==> src/hdl/sub_test_defines.vh <==
// Constants for the subtract and logical-compare datapath slice.
`ifndef SUB_TEST_DEFINES_VH
`define SUB_TEST_DEFINES_VH
`define OPC_SUB_RM8_R    8'h28
`define OPC_SUB_RM16_R   8'h29
`define OPC_SUB_R8_RM    8'h2a
`define OPC_SUB_R16_RM   8'h2b
`define OPC_SUB_ACC8_I   8'h2c
`define OPC_SUB_ACC16_I  8'h2d
`define OPC_GRP1_8_I     8'h80
`define OPC_GRP1_16_I    8'h81
`define OPC_GRP1_16_SI   8'h83
`define OPC_TST_RM8_R    8'h84
`define OPC_TST_RM16_R   8'h85
`define OPC_TST_ACC8_I   8'ha8
`define OPC_TST_ACC16_I  8'ha9
`define OPC_GRP3_8       8'hf6
`define OPC_GRP3_16      8'hf7
`define REG_SUB          3'h5
`define REG_TST          3'h0
`define HI_ONES          8'hff
`define HI_ZERO          8'h00
`define CLK_ACC8         5'h03
`define CLK_ACC16        5'h04
`define CLK_REG          5'h03
`define CLK_IMM_RM       5'h04
`define CLK_MEM_EXTRA    5'h07
`define CLK_SUB_IMM_XTRA 5'h0c
`define CLK_MEM_EXTRA_W  5'h04
`define CLK_TST_MEM_XTRA 5'h06
`define CLK_LAST         5'h01
`define OPD_RM           2'h0
`define OPD_REG          2'h1
`define OPD_ACC          2'h2
`endif

==> src/hdl/sub_test_alu.v <==
// Subtract and logical-compare datapath slice with opcode decode.
//
// Overview of operation
// RULE1 - 2C/2D subtract immediate from accumulator
// RULE2 - 80/81/83 reg 5 subtract immediate
// RULE3 - 28..2B register subtract, direction by opcode
// RULE4 - Difference written to first operand, flags updated
// RULE5 - Byte immediate sign-extended for word operand
// RULE6 - Overflow flag on signed result overflow
// RULE7 - Carry flag on borrow out of top
// RULE8 - Zero flag when result is zero
// RULE9 - Nibble carry flag on low nibble borrow
// RULE10 - Accumulator immediate takes 3 or 4 clocks
// RULE11 - A8/A9 compare accumulator with immediate
// RULE12 - F6/F7 reg 0 compare with immediate
// RULE13 - 84/85 compare register with operand
// RULE14 - Compare result ANDed and discarded
// RULE15 - Compare clears overflow and carry flags
// RULE16 - Sign from top bit, parity of low byte
// RULE17 - Direction, interrupt, trap flags untouched
////////////////////////////////////////////////////////////////////////
`timescale 1ns/10ps
`include "sub_test_defines.vh"
module sub_test_alu (
   // Clock and reset.
   input  wire        clk,
   input  wire        rst_n,
   // Request from the instruction decoder.
   input  wire        start,
   input  wire [7:0]  opcode,
   input  wire [2:0]  modrm_reg,
   input  wire        rm_is_mem,
   input  wire        bus8,
   input  wire [15:0] immediate,
   // Operands from the register file.
   input  wire [15:0] accumulator_word,
   input  wire [15:0] rm_operand,
   input  wire [15:0] reg_operand,
   // Status and answer.
   output wire        busy,
   output reg         done,
   output reg         illegal,
   output reg  [15:0] result,
   output reg         wr_en,
   output reg  [1:0]  wr_dest,
   output reg         wr_word,
   output reg         overflow_flag,
   output reg         carry_borrow_flag,
   output reg         zero_flag,
   output reg         nibble_carry_flag,
   output reg         sign_flag,
   output reg         parity_flag
);
   localparam ST_IDLE = 2'b01;
   localparam ST_WAIT = 2'b10;
   ////////////////////////////////////////////////////////////////////
   reg        dec_ok;
   reg        dec_test;
   reg        dec_word;
   reg [15:0] op_a;
   reg [15:0] op_b;
   reg [1:0]  dec_dest;
   reg [4:0]  dec_clocks;
   reg [4:0]  dec_xtra;
   reg        dec_mem;
   always @* begin
      dec_ok = 1'b1;
      dec_test = 1'b0;
      dec_word = opcode[0];
      op_a = rm_operand;
      op_b = reg_operand;
      dec_dest = `OPD_RM;
      dec_mem = rm_is_mem;
      dec_clocks = `CLK_REG;
      dec_xtra = `CLK_MEM_EXTRA;
      case (opcode)
         `OPC_SUB_ACC8_I, `OPC_SUB_ACC16_I: begin
            op_a = accumulator_word; // RULE1
            op_b = immediate;
            dec_dest = `OPD_ACC;
            dec_mem = 1'b0;
            dec_clocks = dec_word ? `CLK_ACC16 : `CLK_ACC8; // RULE10
         end
         `OPC_GRP1_8_I, `OPC_GRP1_16_I, `OPC_GRP1_16_SI: begin
            dec_ok = (modrm_reg == `REG_SUB); // RULE2
            dec_word = (opcode != `OPC_GRP1_8_I);
            op_b = immediate;
            if (opcode == `OPC_GRP1_16_SI) begin
               op_b = {immediate[7] ? `HI_ONES : `HI_ZERO,
                       immediate[7:0]}; // RULE5
            end
            dec_clocks = `CLK_IMM_RM;
            dec_xtra = `CLK_SUB_IMM_XTRA;
         end
         `OPC_SUB_RM8_R, `OPC_SUB_RM16_R: begin
            dec_clocks = `CLK_REG; // RULE3
         end
         `OPC_SUB_R8_RM, `OPC_SUB_R16_RM: begin
            op_a = reg_operand; // RULE3
            op_b = rm_operand;
            dec_dest = `OPD_REG;
         end
         `OPC_TST_ACC8_I, `OPC_TST_ACC16_I: begin
            dec_test = 1'b1; // RULE11
            op_a = accumulator_word;
            op_b = immediate;
            dec_mem = 1'b0;
            dec_clocks = dec_word ? `CLK_ACC16 : `CLK_ACC8;
         end
         `OPC_GRP3_8, `OPC_GRP3_16: begin
            dec_ok = (modrm_reg == `REG_TST); // RULE12
            dec_test = 1'b1;
            op_b = immediate;
            dec_clocks = `CLK_IMM_RM;
            dec_xtra = `CLK_TST_MEM_XTRA;
         end
         `OPC_TST_RM8_R, `OPC_TST_RM16_R: begin
            dec_test = 1'b1; // RULE13
         end
         default: begin
            dec_ok = 1'b0;
         end
      endcase
      // Memory forms take longer; word memory on the narrow bus more so.
      if (dec_mem) begin
         dec_clocks = dec_clocks + dec_xtra; // RULE10
         if (bus8 && dec_word) begin
            dec_clocks = dec_clocks + `CLK_MEM_EXTRA_W; // RULE10
         end
      end
   end
   ////////////////////////////////////////////////////////////////////
   wire [15:0] f_result;
   wire        f_of;
   wire        f_cf;
   wire        f_zf;
   wire        f_af;
   wire        f_sf;
   wire        f_pf;
   sub_test_flags u_flags (
      .a                 (op_a),
      .b                 (op_b),
      .word              (dec_word),
      .is_test           (dec_test),
      .result            (f_result),
      .overflow_flag     (f_of),
      .carry_borrow_flag (f_cf),
      .zero_flag         (f_zf),
      .nibble_carry_flag (f_af),
      .sign_flag         (f_sf),
      .parity_flag       (f_pf)
   );
   ////////////////////////////////////////////////////////////////////
   reg [1:0]  state;
   reg [4:0]  count;
   reg [15:0] hold_result;
   reg [5:0]  hold_flags;
   reg        hold_wr;
   reg [1:0]  hold_dest;
   reg        hold_word;
   assign busy = (state == ST_WAIT);
   // Results are captured at start so operands may change while busy.
   // Only the six arithmetic flags leave this block, so the direction,
   // interrupt and trap flags can never be disturbed here.
   always @(posedge clk) begin
      if (!rst_n) begin
         state <= ST_IDLE;
         count <= 5'h00;
         hold_result <= 16'h0000;
         hold_flags <= 6'h00;
         hold_wr <= 1'b0;
         hold_dest <= `OPD_RM;
         hold_word <= 1'b0;
         done <= 1'b0;
         illegal <= 1'b0;
         result <= 16'h0000;
         wr_en <= 1'b0;
         wr_dest <= `OPD_RM;
         wr_word <= 1'b0;
         overflow_flag <= 1'b0;
         carry_borrow_flag <= 1'b0;
         zero_flag <= 1'b0;
         nibble_carry_flag <= 1'b0;
         sign_flag <= 1'b0;
         parity_flag <= 1'b0;
      end else begin
         done <= 1'b0;
         wr_en <= 1'b0;
         illegal <= 1'b0;
         case (state)
            ST_IDLE: begin
               if (start && !dec_ok) begin
                  illegal <= 1'b1;
               end else if (start) begin
                  hold_result <= f_result;
                  hold_flags <= {f_of, f_cf, f_zf, f_af, f_sf, f_pf};
                  hold_wr <= !dec_test; // RULE14
                  hold_dest <= dec_dest;
                  hold_word <= dec_word;
                  count <= dec_clocks - `CLK_LAST; // RULE10
                  state <= ST_WAIT;
               end
            end
            ST_WAIT: begin
               if (count == `CLK_LAST) begin
                  state <= ST_IDLE;
                  done <= 1'b1;
                  result <= hold_result;
                  wr_en <= hold_wr; // RULE4
                  wr_dest <= hold_dest;
                  wr_word <= hold_word;
                  {overflow_flag, carry_borrow_flag, zero_flag,
                   nibble_carry_flag, sign_flag,
                   parity_flag} <= hold_flags; // RULE17
               end else begin
                  count <= count - `CLK_LAST;
               end
            end
            default: begin
               state <= ST_IDLE;
            end
         endcase
      end
   end
endmodule

==> src/hdl/sub_test_flags.v <==
// Flag generation for one subtract or logical-compare result.
`timescale 1ns/10ps
`include "sub_test_defines.vh"
module sub_test_flags (
   // Operands and mode.
   input  wire [15:0] a,
   input  wire [15:0] b,
   input  wire        word,
   input  wire        is_test,
   // Result and flags.
   output reg  [15:0] result,
   output reg         overflow_flag,
   output reg         carry_borrow_flag,
   output reg         zero_flag,
   output reg         nibble_carry_flag,
   output reg         sign_flag,
   output reg         parity_flag
);
   reg [16:0] diff;
   reg        msb_a;
   reg        msb_b;
   function msb_of;
      input [15:0] v;
      input        w;
      begin
         msb_of = w ? v[15] : v[7];
      end
   endfunction
   always @* begin
      diff = {1'b0, a} - {1'b0, b};
      if (!word) begin
         diff = {8'h00, 1'b0, a[7:0]} - {8'h00, 1'b0, b[7:0]};
      end
      msb_a = msb_of(a, word);
      msb_b = msb_of(b, word);
      if (is_test) begin
         result = a & b; // RULE14
         if (!word) begin
            result[15:8] = 8'h00;
         end
         overflow_flag = 1'b0; // RULE15
         carry_borrow_flag = 1'b0; // RULE15
         nibble_carry_flag = 1'b0;
      end else begin
         result = diff[15:0]; // RULE4
         if (!word) begin
            result[15:8] = 8'h00;
         end
         // Signed overflow: operand signs differ and result sign flips.
         overflow_flag = (msb_a != msb_b) &&
                         (msb_of(result, word) != msb_a); // RULE6
         carry_borrow_flag = word ? diff[16] : diff[8]; // RULE7
         nibble_carry_flag = (a[3:0] < b[3:0]); // RULE9
      end
      zero_flag = word ? (result == 16'h0000)
                       : (result[7:0] == 8'h00); // RULE8
      sign_flag = msb_of(result, word); // RULE16
      parity_flag = ~^result[7:0]; // RULE16
   end
endmodule

==> config.mk <==
export PLATFORM = sky130hd
export DESIGN_NAME = sub_test_alu
export DESIGN_NICKNAME = d
export VERILOG_FILES = /design/src/hdl/sub_test_alu.v /design/src/hdl/sub_test_flags.v
export VERILOG_INCLUDE_DIRS = /design/src /design/src/hdl
export SDC_FILE = /design/constraint.sdc
export NUM_CORES = 1
export LEC_CHECK = 0
export ABC_AREA = 0
export BUFFER_PORTS_ARGS = -buffer_cell sky130_fd_sc_hd__buf_2
export CAP_MARGIN = 20
export CORE_MARGIN = 3
export CORE_UTILIZATION = 55
export CTS_CLUSTER_SIZE = 40
export DETAILED_ROUTE_END_ITERATION = 12
export HOLD_SLACK_MARGIN = 0.05
export PLACE_DENSITY = 0.81
export SLEW_MARGIN = 20
export SYNTH_ARGS = -nofsm -noshare
export SYNTH_HDL_FRONTEND = slang
export SYNTH_HIERARCHICAL = 1
export SYNTH_SLANG_ARGS = --single-unit
==> constraint.sdc <==
create_clock -name clk -period 5.3 [get_ports clk]
set_clock_uncertainty 0.2 [all_clocks]
set_input_delay 0.265 -clock clk [delete_from_list [all_inputs] [get_ports clk]]
set_output_delay 0.265 -clock clk [all_outputs]
set_load 0.02 [all_outputs]
== After elaboration in Yosys (flattened, before gate mapping) ==
Cells that the tools add are included.
W data, S select, Z words.
Storage, ports and cells
  flip-flop bits (word level): 61
  bits in latches: 0
  RAM bits: 0
  bits in read-only memories: 0
  input bits: 80
  output and inout bits: 29
  memories: 0
Cells by class
  $add $sub $neg: 6
  multipliers: 0
  div/mod/pow operators: 0
  magnitude comparators: 1
  eq/ne operators: 26
  shifts and indexed selects: 0
  multiplexer cells: 38
  bitwise gates (word level): 2
  reduce and logical (&&, ||, !) cells: 26
Operators with widths (count)
  $eq A8 B8 Y1 const B: 9
  $eq A8 B6 Y1 const B: 6
  $pmux W16 S3: 1
  $mux W16: 2
  $mux W8: 4
  $pmux W16 S2: 1
  $mux W5: 5
  $mux W17: 1
  $sub A16 B16 Y17: 1
  $and A16 B16 Y16: 1
  $logic_not A16 Y1: 1
  $mux W1: 14
  $reduce_or A6 Y1: 2
  $pmux W5 S2: 1
  $reduce_or A10 Y1: 1
  $sub A5 B1 Y5 const B: 2
  $reduce_and A3 Y1: 3
  $sub A8 B8 Y9: 1
  $logic_not A8 Y1: 1
  $ne A8 B8 Y1 const B: 1
  $pmux W2 S2: 2
  $pmux W4 S2: 1
  $reduce_xnor A8 Y1: 1
  $mux W2: 3
  other kinds (24): 34

== Longest topological paths before layout ==
  depth after elaboration: 11
  depth in mapped cells: 26

== Hierarchy ==
The synthesis kept the hierarchy.
Modules (own cells, without submodules)
  sub_test_alu: instances 1, cells each 426, area each 3264.4 sq um
  sub_test_flags: instances 1, cells each 207, area each 1505.2 sq um

== Least setup slack after synthesis ==
OpenSTA, ideal clock, no wires.
  kind: input-to-reg
  from: in opcode[5]
  to: reg hold_flags[0]
  setup time: 128 ps
  arrival: 4179 ps
  setup slack: 793 ps
  cell stages on the path: 22
  buffers on the path: 2
  cell sequence: or4_1 or3_4 a21o_4 clkinv_4 or3_1 buf_2 nor2_1 buf_2 nand2_1 nand2_1 ha_1 fa_1 nor2b_1 o31a_1 o21a_1 nor3_1 o31a_1 ha_1 xnor2_1 xnor2_1 mux2i_1 nor2_1
On the way
  word-level cells in the longest chain between the ends: 7
RTL lines
  from (decl): RTL line sub_test_alu.v:30  | input wire [7:0] opcode,
  $eq A8 B8 Y1 / $eq A8 B6 Y1 (equally long branches): RTL line sub_test_alu.v:76  | case (opcode)
  $reduce_or A6 Y1 (no line), or another cell as far along
  $pmux W16 S3 (*): RTL line sub_test_alu.v:76
  named net op_b[0]: RTL line sub_test_alu.v:61  | reg [15:0] op_b;
  $sub A16 B16 Y17 / $sub A8 B8 Y9 (equally long branches): RTL line sub_test_flags.v:30, sub_test_flags.v:32
  $mux W17: RTL line sub_test_flags.v:31  | if (!word) begin
  $mux W16 (*): RTL line sub_test_flags.v:36  | if (is_test) begin
  $reduce_xnor A8 Y1 (*): RTL line sub_test_flags.v:58  | parity_flag = ~^result[7:0];
  named net f_pf: RTL line sub_test_alu.v:139  | wire f_pf;
  to (signal assigned): RTL line sub_test_alu.v:196  | hold_flags <= {f_of, f_cf, f_zf, f_af, f_sf, f_pf};
  to (decl): RTL line sub_test_alu.v:157  | reg [5:0] hold_flags;
Mark *: on every way through the listed nets, which the timed path passes. The rest lies on a longest branch.
A chain may end at the register's enable or synchronous reset.

== Worst setup path after layout ==
  from: in opcode[2]
  to: reg hold_flags[3]
On the way
  word-level cells in the longest chain between the ends: 10
RTL lines
  $eq A8 B8 Y1 / $eq A8 B6 Y1 (equally long branches): RTL line sub_test_alu.v:76
  $reduce_or A6 Y1 (no line), or another cell as far along
  $pmux W16 S3 (*): RTL line sub_test_alu.v:76
  named net op_b[1]: RTL line sub_test_alu.v:61
  $sub A16 B16 Y17 / $sub A8 B8 Y9 (equally long branches): RTL line sub_test_flags.v:30, sub_test_flags.v:32
  $mux W17: RTL line sub_test_flags.v:31
  $mux W8: RTL line sub_test_flags.v:46  | if (!word) begin
  $mux W8: RTL line sub_test_flags.v:36
  $mux W16 (*): RTL line sub_test_flags.v:36
  $logic_not A16 Y1: RTL line sub_test_flags.v:55  | zero_flag = word ? (result == 16'h0000)
  $mux W1 (*): RTL line sub_test_flags.v:55
  named net f_zf: RTL line sub_test_alu.v:136  | wire f_zf;
Mark *: on every way through the listed nets, which the timed path passes. The rest lies on a longest branch. The select of a mux whose other input is x is not followed.

==> flow_summary.yaml <==
routing:
  first_pass_iters: 7
  wl_per_cell_um: 14.2
  drc: 0
  routed_via_density: 5.62
  ant_nets: 0
  via_count: 4718
  postRouteWirelength_um: 11900
  dr.first_iter.drc_count: 249
power:
  swShare_pct: 31.4
  p_int_uw: 809
  vdd.ir_drop.worst_mv: 0.142
  p_clk_share_pct: 30.6
  power_density_nw_per_um2: 212
  netSwitchingPower_uw: 370
  p_leak_uw: 0.00255
  p_total_uw: 1180
  comb_power_share_pct: 30.0
  p_seq_share_pct: 39.4
clock_tree:
  cts_tree: "yes"
  clock_latency_ps: 330
  cts_num_sinks: 61
  numCtsBuffers: 9
  cts.path.max_buffers: 2
  clk_pin_slew_ps: 60
  cts_hold_buf: 1
  cts_resized: 0
  root_buffer: "clkbuf_8"
  cts_setup_buffers: 0
  htreeDepth: 3
timing:
  maxSlewHeadroom_pct: 30.7
  finalHoldViolCount: 0
  fin_setup_tns_ps: 0
  rsz0062_at_grt: "false"
  finalCritPeriodShare_pct: 90.2
  setup_violations: 0
  tightest_slew_ps: 1040
  hold_slack_ps: 176
  fin_crit_ps: 4780
  drv_slew: 0
  fmax_ghz: 0.209
global_route:
  overflow: 0
  track_usage_pct: 24.0
  grt_pass1_wl_um: 19900
  antenna_found_initial: 0
  grt_pass1_vias: 4360
  grt_max_degree: 56
synthesis:
  synth_warnings: 6
  ys_seq_area_share_pct: 25.6
  synth_largest_area_cell: "dfxtp_1"
  synth_top_cells_by_area: "dfxtp_1 26%, nand2_1 11%, ha_1 11%"
  ys_types: 70
  synthCells: 633
  postSynthAreaPerCell_um2: 7.53
  synth_edf_count: 0
  ys_ff_latch: 61
  async_flop_share_pct: 0
  synth_nets: 757
  synthesis.area_um2: 4770
  yosys.area.top_type_share_pct: 25.6
  synth_top_flop_cell: "dfxtp_1"
layout:
  seq_area_um2: 1220
  fin_area_um2: 5550
  multi_input_area_um2: 3260
  layout-drive-gt1-share_pct: 20.6
  fin_util_pct: 66.9
  n_antenna_cell: 0
  fillCellCount: 743
  fin_nets: 853
  syn2layout_area_growth_pct: 16.4
floorplanning:
  fp-row-count: 33
  io_pins: 109
  die_x_um: 99.1
  start_util_pct: 57.5
  core_region_area_um2: 8300
  dieArea_um2: 9830
  dieHeight_um: 99.1
setup_path:
  cp-start-kind: "input port"
  critPathBufInv: 2
  path_cells: "buf_2 -> xnor2_1 -> nor3_2 -> or3_1 -> nor2_1 -> nand2_1 -> nand2_1 -> inv_1 -> ha_1 -> nand2b_1 -> a21oi_1 -> o21ai_0 -> nand2b_1 -> xnor2_1 -> nor2_1 -> a21oi_1 -> ha_1 -> nand4_1 -> a311oi_1 -> nor4b_2 -> mux2i_1 -> nor2_1"
  crit_fanout: 16
  end_kind: "flop"
  slowest_delay_ps: 780
  crit_required_ps: 5360
  path_delay_family: "simple AND/OR/NAND/NOR gates"
  cp_slowest_cell: "nor2_1"
  cp_common_cell: "nor2_1"
  worstSetupPathType: "input port to flop"
  arrival_ps: 4840
worst_hold_path:
  hp-class: "input port to flop"
place:
  place_hpwl_um: 9360
  gp_congestion: 0.925
  placed_cell_area_um2: 5370
  port_buffers: 108
run:
  drv_cap: 0
status:
  status: "complete, no violations"
[layer usage]
metal	vias up	routed length [um]	global-route usage, %
met3	13	868	3.23
li1	2388	-	-
met4	0	196	8.30
met2	201	5130	38.1
met1	2116	5740	33.6
met5	-	0	0
[power groups by stage]
stage / Combinational (uW) / Sequential (uW) / Clock (uW)
3_5_place_dp: 350 / 474 / 0
3_3_place_gp: 336 / 474 / 0
4_1_cts: 351 / 464 / 368
5_1_grt: 396 / 464 / 387
2_1_floorplan: 253 / 474 / 0
6_report: 354 / 464 / 360
[synthesized netlist by cell type, types with 3 or more instances]
| cell type | instances |
|---|---|
| and3_1 | 4 |
| o21ai_1 | 4 |
| nor2b_1 | 4 |
| a21oi_1 | 44 |
| nand4_1 | 4 |
| a21o_1 | 4 |
| nor3_1 | 13 |
| inv_1 | 37 |
| or3_1 | 4 |
| nand2b_1 | 9 |
| a22oi_1 | 24 |
| nand3_1 | 9 |
| ha_1 | 42 |
| o21a_1 | 6 |
| nand2_1 | 142 |
| o211ai_1 | 4 |
| a221oi_1 | 9 |
| mux2i_1 | 27 |
| and2_1 | 5 |
| dfxtp_1 | 61 |
| nor2_1 | 56 |
| o21ai_0 | 7 |
| o31ai_1 | 3 |
| clkbuf_1 | 25 |
| xnor2_1 | 15 |
| buf_6 | 3 |
| a31oi_1 | 4 |
| xor2_1 | 3 |
| a211oi_1 | 3 |
[kinds of logic after synthesis]
| family | synth area share, % |
|---|---|
| muxes | 6.14 |
| adders and majority gates | 12.1 |
| buffers and inverters | 6.30 |
| and+or+nand+nor | 25.7 |
| xor gates and xnor gates | 3.31 |
| AOI/OAI and AO/OA | 20.9 |
| DFF | 25.6 |
[sequential cells by signal (all words and copies together) (netlist names), 2 cells and up]
name         flops
count            5
wr_dest          2
state            2
hold_result     16
hold_dest        2
result          16
hold_flags       6
[final timing paths]
path	start	end	slack, ps	cells after the start
worst max register to register	count[1]	result[9]	2940	6
worst min-delay path	start	illegal	180	4
worst min register to register	result[8]	result[8]	250	2
worst max-delay path	opcode[2]	hold_flags[3]	520	22
[final cells by class]
cell class	count	share of cell area, %
Sequential cell	61	22.0
Clock buffer	12	2.79
Tap cell	105	2.37
Inverter	41	2.86
Timing Repair Buffer	116	10.9
Multi-Input combinational cell	500	58.7
Clock inverter	4	0.405
[metrics by stage]
stage / cells / setup WS (ps)
after detailed placement: 822 / 240
after global routing: 839 / 90.8
after CTS: 839 / 572
after floorplan: 633 / 793
final: 839 / 522
after global placement: 822 / 394
[layout by cell type, fill, tap and decap left out, drive strengths merged, types with 5 or more instances in the layout]
cell type	instances
nand2	142
buf	115
dfxtp	61
nor2	56
a21oi	45
ha	42
inv	39
mux2i	27
a22oi	24
xnor2	15
nor3	14
clkbuf	12
o21ai	11
a221oi	9
nand2b	9
nand3	9
o21a	6
or3	6
and2	5
a21o	5
clkinv	5
[worst register-to-register path, stage by stage, from the launching register on]
cell and delay (ps):
dfxtp_1 330, inv_1 80, ha_1 170, nor4b_1 400, and2_1 780, nand2_1 160, a21oi_1 160
Note: power is estimated with default switching activity, not from simulation.
